$ cat config.mk
export PLATFORM = sky130hd
export DESIGN_NAME = smart_card_interface_control
export DESIGN_NICKNAME = d
export VERILOG_FILES = /design/src/logic/pin_sync.v /design/src/logic/clock_divider.v /design/src/logic/smart_card_interface_control.v
export VERILOG_INCLUDE_DIRS = /design/src /design/src/inc
export SDC_FILE = /design/constraint.sdc
export NUM_CORES = 1
export LEC_CHECK = 0
export BUFFER_PORTS_ARGS = -buffer_cell sky130_fd_sc_hd__buf_4
export CAP_MARGIN = 20
export CORE_ASPECT_RATIO = 1.1
export CORE_MARGIN = 2
export CORE_UTILIZATION = 59
export CTS_CLUSTER_DIAMETER = 80
export CTS_CLUSTER_SIZE = 28
export DETAILED_ROUTE_END_ITERATION = 6
export PLACE_DENSITY = 0.84
export SETUP_SLACK_MARGIN = 0.3
export SYNTH_ARGS = -nofsm -noshare
export SYNTH_HDL_FRONTEND = slang
export SYNTH_SLANG_ARGS = --single-unit
$ cat constraint.sdc
create_clock -name clk_sys -period 2.25 [get_ports clk_sys]
set_input_delay 0.225 -clock clk_sys [delete_from_list [all_inputs] [get_ports clk_sys]]
set_output_delay 0.225 -clock clk_sys [all_outputs]
set_load 0.02 [all_outputs]
$ cat src/inc/scard_map.vh
// constants shared by the smart card interface control logic
// assumes a 40 MHz system clock; included by bare name from logic/
`ifndef SCARD_MAP_VH
`define SCARD_MAP_VH

// system clock rate and the card insertion debounce time
`define CLK_SYS_KHZ      40000
`define DEBOUNCE_MS      8
`define DEBOUNCE_CYC     20'h4e200 // DEBOUNCE_MS of CLK_SYS_KHZ clocks
`define DEBOUNCE_W       20

// card supply level codes on card_supply_out
`define SUPPLY_OFF       2'h0
`define SUPPLY_3V0       2'h1
`define SUPPLY_5V0       2'h2
`define SUPPLY_1V8       2'h3

// divider lookup: two bits per select value, log2 of the ratio,
// entry for select 0 in the low bits (0=1/1, 1=1/2, 2=1/4, 3=1/8)
`define DIV_MAP_DEFAULT  8'he4

// release guard after a relayed low, in system clocks
`define LINE_GUARD_CYC   3'h4

// bit positions inside the synchronised pin vector
`define SY_DETECT        0
`define SY_CMD_N         1
`define SY_VSEL_A        2
`define SY_VSEL_B        3
`define SY_DIV_A         4
`define SY_DIV_B         5
`define SY_RST           6
`define SY_LOW           7
`define SY_OVL           8
`define SY_SRC_CLK       9
`define SY_HOST_LINES    10
`define SY_CARD_LINES    13
`define SY_WIDTH         16
// reset image: command high, all six line inputs idle high, rest low
`define SY_RESET_VAL     16'hfc02

`endif

$ cat src/logic/pin_sync.v
// two-flop synchroniser for a group of asynchronous pin inputs
// assumes each bit is an independent level; no bus coherence is kept
`timescale 1ns/1ps
module pin_sync #(
  parameter             W         = 1,
  parameter [W-1:0]     RESET_VAL = {W{1'b0}}
) (
  input  wire           clk_sys,
  input  wire           arst_n,
  input  wire           clk_en,
  input  wire [W-1:0]   pin_in,
  output reg  [W-1:0]   pin_sync_out
);

  reg [W-1:0] meta_reg;

  // first stage feeds only the second stage
  always @(posedge clk_sys or negedge arst_n) begin
    if (!arst_n) begin
      meta_reg     <= RESET_VAL;
      pin_sync_out <= RESET_VAL;
    end else if (clk_en) begin
      meta_reg     <= pin_in;
      pin_sync_out <= meta_reg;
    end
  end

endmodule // pin_sync

$ cat src/logic/clock_divider.v
// card clock divider driven from the sampled source clock level
// assumes source_clock is below half the system clock rate
`timescale 1ns/1ps
module clock_divider (
  input  wire       clk_sys,
  input  wire       arst_n,
  input  wire       clk_en,
  input  wire       src_level,
  input  wire       enable,
  input  wire [1:0] ratio_log2,
  output reg        card_clk
);

  reg       prev_reg;
  reg [2:0] count_reg;
  wire      src_rise;
  reg       clk_next;

  assign src_rise = src_level & ~prev_reg;

  // bit k of the rise counter runs at 1/2^(k+1) of the source
  always @* begin
    case (ratio_log2)
      2'h0:    clk_next = src_level;
      2'h1:    clk_next = count_reg[0];
      2'h2:    clk_next = count_reg[1];
      2'h3:    clk_next = count_reg[2];
      default: clk_next = src_level;
    endcase
  end

  // disabled divider parks low on the next enabled clock, cutting any high phase short
  always @(posedge clk_sys or negedge arst_n) begin
    if (!arst_n) begin
      prev_reg  <= 1'b0;
      count_reg <= 3'h0;
      card_clk  <= 1'b0;
    end else if (clk_en) begin
      prev_reg <= src_level;
      if (!enable) begin
        count_reg <= 3'h0;
        card_clk  <= 1'b0;
      end else begin
        if (src_rise)
          count_reg <= count_reg + 3'h1;
        card_clk <= clk_next;
      end
    end
  end

endmodule // clock_divider

$ cat src/logic/smart_card_interface_control.v
// pin-level control of a smart card interface: activation, supply
// select, clock division, reset pass-through, line relays, interrupt
// assumes all inputs are asynchronous pins; lines are open-drain style
//
// Overview of operation
// - falling power command with card present starts activation
// - power command is active low; high keeps the card interface off
// - select b low gives 3 V; else a low 5 V, a high 1.8 V
// - host supply below lockout disables every card-side pin
// - interrupt output goes low on a detected card presence
// - interrupt output also goes low on card supply overload
// - host reset request is passed to the card reset output
// - the two divider selects together choose the clock ratio
// - serial data line is relayed both ways, idles released
// - c4 auxiliary line relayed both ways like the data line
// - c8 auxiliary line relayed both ways like the data line
// - card insertion is debounced for about 8 ms
// - ratios 1/1, 1/2, 1/4 and 1/8 are supported
// - card clock comes from the source clock through the divider
`timescale 1ns/1ps
`include "scard_map.vh"
module smart_card_interface_control #(
  parameter [`DEBOUNCE_W-1:0] DEBOUNCE_CYCLES    = `DEBOUNCE_CYC,
  parameter                   DETECT_ACTIVE_HIGH = 0,
  parameter [7:0]             DIV_MAP            = `DIV_MAP_DEFAULT
) (
  input  wire       clk_sys,
  input  wire       arst_n,
  input  wire       clk_en,
  input  wire       card_detect,
  input  wire       card_power_command_n,
  input  wire       supply_select_a,
  input  wire       supply_select_b,
  input  wire       divider_select_a,
  input  wire       divider_select_b,
  input  wire       host_reset_request,
  input  wire       supply_low,
  input  wire       supply_overload,
  input  wire       source_clock,
  input  wire       host_io_line_in,
  output wire       host_io_line_out,
  output wire       host_io_line_oe,
  input  wire       host_aux_c4_line_in,
  output wire       host_aux_c4_line_out,
  output wire       host_aux_c4_line_oe,
  input  wire       host_aux_c8_line_in,
  output wire       host_aux_c8_line_out,
  output wire       host_aux_c8_line_oe,
  input  wire       card_io_line_in,
  output wire       card_io_line_out,
  output wire       card_io_line_oe,
  input  wire       card_c4_line_in,
  output wire       card_c4_line_out,
  output wire       card_c4_line_oe,
  input  wire       card_c8_line_in,
  output wire       card_c8_line_out,
  output wire       card_c8_line_oe,
  output reg  [1:0] card_supply_out,
  output reg        card_reset_out,
  output wire       card_clock_out,
  output reg        int_n,
  output wire       card_present,
  output wire       card_active
);

  // activation states
  localparam ST_OFF = 1'b0;
  localparam ST_ON  = 1'b1;

  // line relay states
  localparam RL_IDLE  = 2'h0;
  localparam RL_HOST  = 2'h1;
  localparam RL_CARD  = 2'h2;
  localparam RL_GUARD = 2'h3;

  wire [`SY_WIDTH-1:0]   pins_raw;
  wire [`SY_WIDTH-1:0]   pins_s;
  wire                   det_s;
  wire                   cmd_n_s;
  wire                   low_s;
  wire                   ovl_s;
  wire                   rst_s;
  wire [2:0]             host_lines_s;
  wire [2:0]             card_lines_s;
  wire                   det_level;
  wire [1:0]             div_sel;
  wire [1:0]             div_ratio;
  wire                   cmd_fall;
  wire                   cmd_change;
  wire                   pins_enabled;
  wire [2:0]             host_oe;
  wire [2:0]             card_oe;

  reg                    state_reg;
  reg                    state_next;
  reg                    cmd_prev_reg;
  reg                    present_reg;
  reg [`DEBOUNCE_W-1:0]  deb_cnt_reg;
  reg                    insert_evt_reg;
  reg                    remove_evt_reg;
  reg                    int_pend_reg;
  reg                    int_pend_next;
  reg [1:0]              level_sel;

  // gather every asynchronous pin into one synchroniser bank
  assign pins_raw = {card_c8_line_in, card_c4_line_in, card_io_line_in,
                     host_aux_c8_line_in, host_aux_c4_line_in,
                     host_io_line_in, source_clock, supply_overload,
                     supply_low, host_reset_request, divider_select_b,
                     divider_select_a, supply_select_b, supply_select_a,
                     card_power_command_n, card_detect};

  pin_sync #( // detect bit resets to the no-card level, so no false count
    .W         (`SY_WIDTH),
    .RESET_VAL (`SY_RESET_VAL | {15'h0000, DETECT_ACTIVE_HIGH == 0})
  ) u_pin_sync (
    .clk_sys      (clk_sys),
    .arst_n       (arst_n),
    .clk_en       (clk_en),
    .pin_in       (pins_raw),
    .pin_sync_out (pins_s)
  );

  // named views of the synchronised pins
  assign det_s        = pins_s[`SY_DETECT];
  assign cmd_n_s      = pins_s[`SY_CMD_N];
  assign low_s        = pins_s[`SY_LOW];
  assign ovl_s        = pins_s[`SY_OVL];
  assign rst_s        = pins_s[`SY_RST];
  assign host_lines_s = pins_s[`SY_HOST_LINES +: 3];
  assign card_lines_s = pins_s[`SY_CARD_LINES +: 3];

  // connector polarity is a build option, so map to "card seen"
  assign det_level = (DETECT_ACTIVE_HIGH != 0) ? det_s : ~det_s;

  // insertion waits out contact bounce; removal acts at once so a
  // pulled card is powered down without delay
  always @(posedge clk_sys or negedge arst_n) begin
    if (!arst_n) begin
      deb_cnt_reg    <= {`DEBOUNCE_W{1'b0}};
      present_reg    <= 1'b0;
      insert_evt_reg <= 1'b0;
      remove_evt_reg <= 1'b0;
    end else if (clk_en) begin
      insert_evt_reg <= 1'b0;
      remove_evt_reg <= 1'b0;
      if (!det_level) begin
        deb_cnt_reg    <= {`DEBOUNCE_W{1'b0}};
        present_reg    <= 1'b0;
        remove_evt_reg <= present_reg;
      end else if (!present_reg) begin
        if (deb_cnt_reg >= DEBOUNCE_CYCLES - 1'b1) begin
          present_reg    <= 1'b1;
          insert_evt_reg <= 1'b1;
        end else begin
          deb_cnt_reg <= deb_cnt_reg + 1'b1;
        end
      end
    end
  end

  // edges of the power command; the previous copy resets high
  assign cmd_fall   = cmd_prev_reg & ~cmd_n_s;
  assign cmd_change = cmd_prev_reg ^ cmd_n_s;

  always @(posedge clk_sys or negedge arst_n) begin
    if (!arst_n)
      cmd_prev_reg <= 1'b1;
    else if (clk_en)
      cmd_prev_reg <= cmd_n_s;
  end

  // activation only on a fresh falling edge, so a command held low
  // through an insertion does not start the card by itself
  always @* begin
    state_next = state_reg;
    case (state_reg)
      ST_OFF: begin
        if (cmd_fall && present_reg && !low_s && !ovl_s)
          state_next = ST_ON;
      end
      ST_ON: begin
        if (cmd_n_s)
          state_next = ST_OFF;
        else if (!present_reg || ovl_s)
          state_next = ST_OFF;
        else if (low_s)
          state_next = ST_OFF;
      end
      default: state_next = ST_OFF;
    endcase
  end

  always @(posedge clk_sys or negedge arst_n) begin
    if (!arst_n)
      state_reg <= ST_OFF;
    else if (clk_en)
      state_reg <= state_next;
  end

  // lockout gates the pins directly as well, with no state delay
  assign pins_enabled = (state_reg == ST_ON) & ~low_s;
  assign card_active  = pins_enabled;
  assign card_present = present_reg;

  // supply level decode: select b low means 3 V whatever a is
  always @* begin
    if (!pins_s[`SY_VSEL_B])
      level_sel = `SUPPLY_3V0;
    else if (pins_s[`SY_VSEL_A])
      level_sel = `SUPPLY_1V8;
    else
      level_sel = `SUPPLY_5V0;
  end

  // supply and reset follow the host only while the card is live;
  // reset rides at whatever level the supply code names
  always @(posedge clk_sys or negedge arst_n) begin
    if (!arst_n) begin
      card_supply_out <= `SUPPLY_OFF;
      card_reset_out  <= 1'b0;
    end else if (clk_en) begin
      card_supply_out <= pins_enabled ? level_sel : `SUPPLY_OFF;
      card_reset_out  <= pins_enabled & rst_s;
    end
  end

  // ratio lookup indexed by the combined selects
  assign div_sel   = {pins_s[`SY_DIV_B], pins_s[`SY_DIV_A]};
  assign div_ratio = DIV_MAP[{div_sel, 1'b0} +: 2];

  clock_divider u_clock_divider (
    .clk_sys    (clk_sys),
    .arst_n     (arst_n),
    .clk_en     (clk_en),
    .src_level  (pins_s[`SY_SRC_CLK]),
    .enable     (pins_enabled),
    .ratio_log2 (div_ratio),
    .card_clk   (card_clock_out)
  );

  // interrupt: set wins over the acknowledge in the same cycle, and
  // a standing overload keeps the request from being cleared
  always @* begin
    int_pend_next = int_pend_reg;
    if (cmd_change && !ovl_s)
      int_pend_next = 1'b0;
    if (insert_evt_reg || remove_evt_reg)
      int_pend_next = 1'b1;
    if (ovl_s)
      int_pend_next = 1'b1;
  end

  always @(posedge clk_sys or negedge arst_n) begin
    if (!arst_n) begin
      int_pend_reg <= 1'b0;
      int_n        <= 1'b1;
    end else if (clk_en) begin
      int_pend_reg <= int_pend_next;
      int_n        <= ~int_pend_next;
    end
  end

  // one relay per line: whichever side pulls low first owns the line
  // until it lets go; a guard then masks the echo of our own drive,
  // which returns through the synchroniser two cycles late
  genvar gi;
  generate
    for (gi = 0; gi < 3; gi = gi + 1) begin : g_relay
      reg [1:0] rl_state_reg;
      reg [1:0] rl_state_next;
      reg [2:0] guard_reg;

      always @* begin
        rl_state_next = rl_state_reg;
        case (rl_state_reg)
          RL_IDLE: begin
            if (pins_enabled && !host_lines_s[gi])
              rl_state_next = RL_HOST;
            else if (pins_enabled && !card_lines_s[gi])
              rl_state_next = RL_CARD;
          end
          RL_HOST: begin
            if (!pins_enabled || host_lines_s[gi])
              rl_state_next = RL_GUARD;
          end
          RL_CARD: begin
            if (!pins_enabled || card_lines_s[gi])
              rl_state_next = RL_GUARD;
          end
          RL_GUARD: begin
            if (guard_reg == 3'h0)
              rl_state_next = RL_IDLE;
          end
          default: rl_state_next = RL_IDLE;
        endcase
      end

      always @(posedge clk_sys or negedge arst_n) begin
        if (!arst_n) begin
          rl_state_reg <= RL_IDLE;
          guard_reg    <= 3'h0;
        end else if (clk_en) begin
          rl_state_reg <= rl_state_next;
          if (rl_state_next == RL_GUARD && rl_state_reg != RL_GUARD)
            guard_reg <= `LINE_GUARD_CYC;
          else if (guard_reg != 3'h0)
            guard_reg <= guard_reg - 3'h1;
        end
      end

      // drive low only; released level comes from the pull-ups
      assign card_oe[gi] = (rl_state_reg == RL_HOST);
      assign host_oe[gi] = (rl_state_reg == RL_CARD);
    end
  endgenerate

  // data line relay
  assign card_io_line_oe  = card_oe[0] & pins_enabled;
  assign host_io_line_oe  = host_oe[0] & pins_enabled;
  assign card_io_line_out = 1'b0;
  assign host_io_line_out = 1'b0;

  // c4 auxiliary relay
  assign card_c4_line_oe      = card_oe[1] & pins_enabled;
  assign host_aux_c4_line_oe  = host_oe[1] & pins_enabled;
  assign card_c4_line_out     = 1'b0;
  assign host_aux_c4_line_out = 1'b0;

  // c8 auxiliary relay
  assign card_c8_line_oe      = card_oe[2] & pins_enabled;
  assign host_aux_c8_line_oe  = host_oe[2] & pins_enabled;
  assign card_c8_line_out     = 1'b0;
  assign host_aux_c8_line_out = 1'b0;

endmodule // smart_card_interface_control

[Word-level counts from Yosys, hierarchy flattened]
Index checks and enable logic that the tools add are counted.
Storage, ports and cells
  register bits after elaboration: 82
  bits of input ports: 19
  output and inout port bits: 19
  logic and storage cells: 162
Operators by class
  $add $sub $neg: 5
  order comparisons: 1
  eq/ne operators: 21
  shift-type cells: 1
  muxes and demuxes: 48
  bitwise operators: 16
  reduce and logical (&&, ||, !) cells: 49
Operators by type and width (number)
  20-bit 2-to-1 mux: 3
  2-bit 2-to-1 mux: 17
  3-bit 2-to-1 mux: 8
  2-bit one-hot mux with 4 select lines: 3
  2-bit == test, second input constant: 11
  20-bit by 1-bit adder with 20-bit output, second input constant: 1
  20-bit by 19-bit greater-or-equal comparator with 1-bit output, second input constant: 1
  1-bit 2-to-1 mux: 15
  1-bit logical AND: 13
  1-bit AND: 10
  1-bit logical NOT: 10
  3-bit logical NOT: 3
  3-bit nonzero test: 3
  3-bit by 1-bit subtractor with 3-bit output, second input constant: 3
  2-bit by 1-bit == test with 1-bit output, second input constant: 4
  2-bit logical NOT: 4
  1-bit logical OR: 8
  2-bit AND reduction: 4
  8-bit by 4-bit indexed part select with 2-bit output, first input constant: 1
  2-bit by 1-bit inequality test with 1-bit output, second input constant: 3
  2-bit inequality test, second input constant: 3
  2-bit nonzero test: 3
  1-bit inverter: 5
  1-bit one-hot mux with 4 select lines: 1
  other kinds (4): 4

[Longest topological paths before layout]
Gate-level depths: netlist of the first run.
  depth after elaboration: 10
  gate-level depth with buffers: 7
  gate-level depth less buffers: 7

[Modules after synthesis]
Synthesis of the first run repeated with hierarchy kept, for this count alone.
Second synthesis, totals
  cells, all modules: 390
  area, all modules: 4254.1 um^2
By module, submodules not included
  smart_card_interface_control: times used 1, cells an instance 295, area an instance 2597.5 um^2, seq. area each 1128.6 um^2
  pin_sync: times used 1, cells an instance 68, area an instance 1365.1 um^2, seq. area each 820.8 um^2
  clock_divider: times used 1, cells an instance 27, area an instance 291.5 um^2, seq. area each 125.1 um^2

[Worst setup path after synthesis of the first run]
OpenSTA, ideal clock, no wires.
  path kind: register -> register
  start point: register deb_cnt_reg[11]
  end point: register deb_cnt_reg[2]
  data arrival time: 1.890 ns
  path slack: 0.241 ns
  cell stages (with the launch flop): 7
  buffers on the path: 1
  cell sequence: dfrtp_1 -> buf_6 -> or4_4 -> nor4_4 -> a21oi_2 -> a32o_1 -> a31o_1
Between the ends
  cells in the longest elaborated chain, start to end: 3
RTL lines
  start, declared: RTL line smart_card_interface_control.v:98  | reg [`DEBOUNCE_W-1:0] deb_cnt_reg;
  start signal, assigned: RTL line smart_card_interface_control.v:140  | deb_cnt_reg <= {`DEBOUNCE_W{1'b0}};
  start signal, assigned: RTL line smart_card_interface_control.v:148  | deb_cnt_reg <= {`DEBOUNCE_W{1'b0}};
  start signal, assigned: RTL line smart_card_interface_control.v:156  | deb_cnt_reg <= deb_cnt_reg + 1'b1;
  20-bit by 19-bit greater-or-equal comparator with 1-bit output: RTL line smart_card_interface_control.v:152  | if (deb_cnt_reg >= DEBOUNCE_CYCLES - 1'b1) begin
  2-bit by 1-bit inequality test with 1-bit output (no source line)
  3-bit AND reduction (no source line)
Every way passes these cells.
A chain may end at the register's enable or synchronous reset.

[Worst setup path in the final report of the first run]
  start point: register deb_cnt_reg[16]
  end point: register deb_cnt_reg[6]
The elaborated chain is that of the path after synthesis.

==> results.toml, run 1 <==
[power_and_ir_drop]
power_w = 0.00418
combPwrFrac_pct = 22.5
seqPwrFrac_pct = 48.1
power_density_nw_per_um2 = 831
swShare_pct = 32.0
p_int_w = 0.00284
p_sw_w = 0.00134
vdd_drop_max_mv = 0.550
power_leakage_nw = 2.16
pwr-share-clk_pct = 29.3

[finish]
syn2layout_area_growth_pct = 22.7
antenna_cells = 0
n_fill_cell = 411
layout.nets = 475
final_layout_size_suffix_gt1_share_pct = 36.5
largest_reg_flops = 20

[hold_path]
holdPathStages = 2
min-delay-start = "divider_select_b"
min_to = "u_pin_sync.meta_reg[5]"
hold_path.class = "primary input to register"

[sta]
period_needed_ns = 2.10
whs_ns = 0.0785
worst_clock_skew_ns = 0.0108
fmax_ghz = 0.475
finalSetupViolations = 0
finalSetupTns_ns = 0
worst_slew_pin_slew_ns = 0.599
rsz0062_at_grt = "yes"
timing.final.crit_share_pct = 93.5
slew_violations = 0
slew_headroom_pct = 60.1
hold_violations = 0

[floorplan]
dieArea_sq_um = 7630
fp-row-count = 31
io_pins = 38
start_util_pct = 61.4
dieWidth_um = 83.5
die_y_um = 91.4
core_sq_um = 6670

[synth]
ys_ff_latch = 82
ys_dominant_reg_cell = "dfrtp_1"
syn_inst = 388
ys_async_sr_fraction_pct = 100
seq_area_frac_synth_pct = 50.6
synth-edff-count = 0
yosys.area.top_type = "dfrtp_1"
syn_area_sq_um = 4100
yosysTopAreaCellShare_pct = 39.1
synth.area.top_cells = "dfrtp_1, dfstp_2, mux2_2, nor2_1, o21ai_0"
syn_area_per_cell_sq_um = 10.6
synth_warnings = 0
synth.distinct_cells = 55

[setup_path]
slowest_stage = "or4bb_4"
crit_chain = "or4bb_4 -> nor4_4 -> buf_4 -> a2111oi_4 -> a221o_1"
cp_max_fo = 3
worstPathRequired_ns = 2.51
r2r_start = "deb_cnt_reg[16]"
end_kind = "register"
path_delay_family = "simple AND/OR/NAND/NOR gates"
rr_worst_depth = 5
reg2reg_to = "deb_cnt_reg[6]"
critPathMaxStageDelay_ns = 0.60
crit_buf_inv = 1
r2r_slack_ns = 0.15
worstSetupPathType = "register to register"
cp-start-kind = "register"
arrival_ns = 2.36

[drt]
ant_nets = 0
via_per_inst = 6.42
wl_mm = 10.2
avgRoutedWirePerCell_um = 19.1
drc = 0
drt_pass1_iterations = 5
via_count = 3426
first_iter_violations = 355

[placed_design]
place_hpwl_mm = 5.80
gp_congestion = 0.887
port-buffer-count = 31

[grt]
antenna_found_initial = 0
gr-total-overflow = 0
grt_pass1_vias = 3302
grt_pass1_wl_mm = 15.7
grt_max_degree = 53
track_usage_pct = 25.8

[cts]
path_clk_slew_ns = 0.09
cts_sinks = 82
tritoncts = "built"
cts_buffers = 9
clock_latency_ns = 0.37
cts_max_level = 3
root_buffer = "clkbuf_8"
clk_path_buf_depth = 2

[status]
status = "finished clean"

[run]
maxCapViolations = 0
==> Yosys cell counts (4+ instances only) <==
| cell type | count |
|---|---|
| a21oi_1 | 12 |
| a31oi_1 | 6 |
| buf_4 | 6 |
| clkbuf_1 | 15 |
| dfrtp_1 | 64 |
| dfstp_2 | 18 |
| ha_1 | 9 |
| inv_1 | 24 |
| mux2_2 | 32 |
| nand2_1 | 29 |
| nand2b_1 | 4 |
| nand3_1 | 10 |
| nand4_1 | 6 |
| nor2_1 | 34 |
| nor3_1 | 6 |
| nor3b_1 | 11 |
| nor4_1 | 6 |
| o21ai_0 | 25 |
| o2bb2ai_1 | 5 |
| o31ai_1 | 9 |
| xnor2_1 | 5 |
==> cells in the final DEF (no fill, tap or decap), drive strengths merged, types with 3 or more instances in the layout <==
cell | synthesis | final
dfrtp | 64 | 64
or4 | 4 | 4
a22o | 3 | 3
conb | 1 | 6
clkbuf | 15 | 12
nand4 | 6 | 6
nand3 | 10 | 10
nor4 | 9 | 9
and4 | 3 | 3
mux2 | 32 | 32
o21ai | 25 | 25
nor3b | 11 | 11
a31oi | 6 | 6
dfstp | 18 | 18
clkinv | 1 | 4
o31ai | 9 | 9
xnor2 | 5 | 5
nand2b | 4 | 4
ha | 9 | 9
nand2 | 29 | 29
inv | 24 | 24
buf | 7 | 64
or3 | 3 | 3
nor3 | 6 | 6
or2 | 3 | 3
a21oi | 13 | 13
o2bb2ai | 5 | 5
nor2 | 34 | 34
==> metrics by stage <==
stage	util (%)	instances	worst slack [ns]	area, sq um
global placement	66.4	494	0.217	4430
floorplan	-	393	0.306	4120
global route	75.4	534	0.0975	5030
finish	75.4	534	0.147	5030
detailed placement	66.4	494	0.134	4430
CTS	71.5	519	0.240	4770
==> final cells by class <==
type / instances / area [sq um] / share of cell area, %
flip-flops and latches: 82 / 2080 / 41.4
repair buffers: 65 / 507 / 10.1
well taps: 82 / 103 / 2.04
multi-input cells: 264 / 2010 / 40.0
clock inverters: 4 / 56.3 / 1.12
clock buffers: 12 / 178 / 3.53
inverters: 25 / 93.8 / 1.87
==> per-layer routing <==
layer,wire length [um],up-vias,track usage [%]
met5,0,-,0
met4,340,0,11.8
met3,595,44,5.36
met2,5220,162,43.5
met1,4020,1705,32.0
li1,-,1515,-
==> timing repair <==
item | in CTS | in global routing
pin swaps | 5 | 26
buffers inserted | 8 | 15
resized for setup | 11 | 28
endpoints found under the setup margin | 24 | 20
hold endpoints to repair | 19 | 0
hold buffers | 1 | 0
==> power groups by stage <==
stage	logic (W)	registers, W	clock network, W
after global placement	0.000783	0.00199	0
after floorplan	0.000654	0.00194	0
after detailed placement	0.000848	0.00201	0
after CTS	0.000864	0.00199	0.00122
after global routing	0.00106	0.00205	0.00130
final	0.000942	0.00201	0.00123
==> how the worst max path moves through the flow <==
stage / cells after the start / slack (ns) / end / from
6_report: 5 / 0.15 / deb_cnt_reg[6] / deb_cnt_reg[16]
5_1_grt: 6 / 0.1 / deb_cnt_reg[5] / deb_cnt_reg[17]
4_1_cts: 5 / 0.24 / deb_cnt_reg[2] / deb_cnt_reg[12]
3_5_place_dp: 5 / 0.13 / deb_cnt_reg[6] / deb_cnt_reg[17]
3_3_place_gp: 5 / 0.22 / deb_cnt_reg[1] / deb_cnt_reg[11]
2_1_floorplan: 5 / 0.31 / deb_cnt_reg[2] / deb_cnt_reg[8]
==> logic make-up after synthesis <==
family | Yosys count | share of synthesized area [%]
simple gates | 127 | 17.1
fa+ha+maj | 9 | 2.75
other cells | 1 | 0.0915
compound gates | 82 | 13.6
buf+inv | 47 | 5.04
flops | 82 | 50.6
xor+xnor | 6 | 1.28
mux | 34 | 9.59
No activity file was read; power rests on OpenSTA's default activity.
==> run 2, diff against run 1 <==
--- a/config.mk
+++ b/config.mk
@@ -6,15 +6,16 @@
 export SDC_FILE = /design/constraint.sdc
 export NUM_CORES = 1
 export LEC_CHECK = 0
+export ABC_AREA = 1
 export BUFFER_PORTS_ARGS = -buffer_cell sky130_fd_sc_hd__buf_4
 export CAP_MARGIN = 20
 export CORE_ASPECT_RATIO = 1.1
 export CORE_MARGIN = 2
-export CORE_UTILIZATION = 59
+export CORE_UTILIZATION = 60
 export CTS_CLUSTER_DIAMETER = 80
 export CTS_CLUSTER_SIZE = 28
 export DETAILED_ROUTE_END_ITERATION = 6
-export PLACE_DENSITY = 0.84
+export PLACE_DENSITY = 0.85
 export SETUP_SLACK_MARGIN = 0.3
 export SYNTH_ARGS = -nofsm -noshare
 export SYNTH_HDL_FRONTEND = slang
==> results.toml, run 2 <==
[power_and_ir_drop]
vdd_drop_max_mv = 0.750
power_leakage_nw = 2.41
power_density_nw_per_um2 = 858

[finish]
syn2layout_area_growth_pct = 11.8
final_layout_size_suffix_gt1_share_pct = 13.9
n_fill_cell = 544
antenna_cells = 0
layout_commonest_cell = "nand2_1"
largest_reg_flops = 20
multi_input_area_sq_um = 1970
final_cell_mix = "nand2_1, dfrtp_1, nor2_1"
layout.nets = 620
seqCellArea_sq_um = 2080

[sta]
finalSetupViolations = 0
period_needed_ns = 1.82
timing.final.crit_share_pct = 81.0
finalSetupTns_ns = 0
hold_violations = 0
slew_violations = 0
rsz0062_at_grt = "no"
fmax_ghz = 0.549
whs_ns = 0.0536
slew_headroom_pct = 63.9
worst_clock_skew_ns = 0.00812
worst_slew_pin_slew_ns = 0.541

[drt]
avgRoutedWirePerCell_um = 13.2
drt_pass1_iterations = 4
via_count = 3740
first_iter_violations = 204
wl_mm = 9.00
ant_nets = 0
drc = 0
via_per_inst = 5.48

[setup_path]
slowest_stage = "dfrtp_2"
path_delay_family = "simple AND/OR/NAND/NOR gates"
arrival_ns = 2.13
critPathMaxStageDelay_ns = 0.43
end_kind = "register"
reg2reg_to = "deb_cnt_reg[11]"
worstPathRequired_ns = 2.55
cp_max_fo = 23
r2r_slack_ns = 0.43
crit_buf_inv = 0
r2r_start = "deb_cnt_reg[0]"
crit_chain = "ha_2 -> nand3_4 -> nor3_4 -> nand3_2 -> nand3_2 -> nand2_8 -> nand2_4 -> nand2_1 -> nand2_1"
cp-start-kind = "register"
worstSetupPathType = "register to register"
rr_worst_depth = 9

[synth]
syn_area_sq_um = 4330
synth_warnings = 0
syn_area_per_cell_sq_um = 7.68
synth.distinct_cells = 34
yosysMostFrequentCell = "nand2_1"
synth_common_cells = "nand2_1, dfrtp_1, nor2_1"
ys_dominant_reg_cell = "dfrtp_1"
yosys.area.top_type = "dfrtp_1"
synth-edff-count = 0
yosysTopAreaCellShare_pct = 37.0
ys_ff_latch = 82
syn_inst = 564
ys_async_sr_fraction_pct = 100
synth.area.top_cells = "dfrtp_1, nand2_1, dfstp_2, nand3_1, nor2_1"
seq_area_frac_synth_pct = 47.9

[floorplan]
start_util_pct = 61.8
dieArea_sq_um = 7910
fp-row-count = 32
dieWidth_um = 85
core_sq_um = 7010
io_pins = 38
die_y_um = 93.1

[grt]
antenna_found_initial = 0
grt_pass1_vias = 3492
grt_pass1_wl_mm = 15.5
gr-total-overflow = 0
track_usage_pct = 24.5
grt_max_degree = 101

[cts]
cts_buffers = 9
path_clk_slew_ns = 0.09
clk_path_buf_depth = 2
cts_max_level = 3
clock_latency_ns = 0.36
cts_sinks = 82
root_buffer = "clkbuf_8"
tritoncts = "built"

[hold_path]
holdPathStages = 3
min_to = "u_pin_sync.meta_reg[5]"
hold_path.class = "primary input to register"
min-delay-start = "divider_select_b"

[placed_design]
place_hpwl_mm = 6.01
gp_congestion = 0.845
port-buffer-count = 31

[status]
status = "finished clean"

[run]
maxCapViolations = 0
==> run 2: cell count changes after synthesis, sizes merged, moves of 6 or more <==
cell and delta:
nor3b -11, nor2 +20, nand2 +180, buf +6, xor2 +10, nand3 +36, o31ai -9, inv +28
o21ai +14, nor4 -9, mux2 -32
==> run 2: per-layer routing <==
metal / track usage (%) / vias up / routed length, um
li1: - / 1831 / -
met1: 31.5 / 1784 / 3870
met2: 39.8 / 104 / 4520
met3: 5.38 / 21 / 433
met4: 11.0 / 0 / 182
met5: 0 / - / 0
==> run 2: worst max-delay path by stage <==
stage / depth (start not counted) / start / endpoint
after floorplan: 9 / deb_cnt_reg[0] / deb_cnt_reg[10]
after global placement: 9 / deb_cnt_reg[0] / deb_cnt_reg[18]
after detailed placement: 9 / deb_cnt_reg[0] / deb_cnt_reg[12]
after CTS: 9 / deb_cnt_reg[0] / deb_cnt_reg[5]
after global routing: 11 / state_reg / g_relay[0].guard_reg[0]
final: 9 / deb_cnt_reg[0] / deb_cnt_reg[11]
==> run 2: power by group <==
part	internal, W	switching, W	leakage [nW]
sequential	0.00174	0.000190	1.02
clock	0.000524	0.000564	0.105
combinational	0.000409	0.000732	1.29
==> run 2: cell type report <==
class,instances,area share [%]
tap,85,2.20
clock inverter,7,1.60
multi-input combinational,411,40.6
sequential,82,42.9
inverter,52,4.03
timing repair buffer,36,6.15
clock buffer,9,2.56
==> run 2: cells by family after synthesis <==
logic type	synth area share [%]
compound gates	6.70
xor+xnor	2.83
fa+ha+maj	2.60
buf+inv	7.89
flops	47.9
other cells	0.0866
simple gates	32.0
==> run 2: per-stage QoR <==
| stage | worst slack [ns] | power, W | cell area [sq um] | instances | utilization, % |
|---|---|---|---|---|---|
| 6_report | 0.427 | 0.00416 | 4840 | 682 | 69.1 |
| 5_1_grt | 0.297 | 0.00446 | 4840 | 682 | 69.1 |
| 4_1_cts | 0.317 | 0.00416 | 4810 | 681 | 68.6 |
| 3_5_place_dp | 0.353 | 0.00307 | 4600 | 664 | 65.6 |
| 3_3_place_gp | 0.425 | 0.00296 | 4600 | 664 | 65.6 |
| 2_1_floorplan | 0.569 | 0.00275 | 4350 | 569 | - |
==> run 2: worst min-delay path, delay by kind of cell <==
kind | cells | cell delay (ns)
buf+inv | 1 | 0.08
simple gates | 2 | 0.09
==> run 2: what timing repair did <==
action	4_1_cts	5_1_grt
buffers inserted	0	0
setup endpoints to repair	0	25
hold endpoints to repair	38	0
resized for setup	0	5
hold buffers	1	0
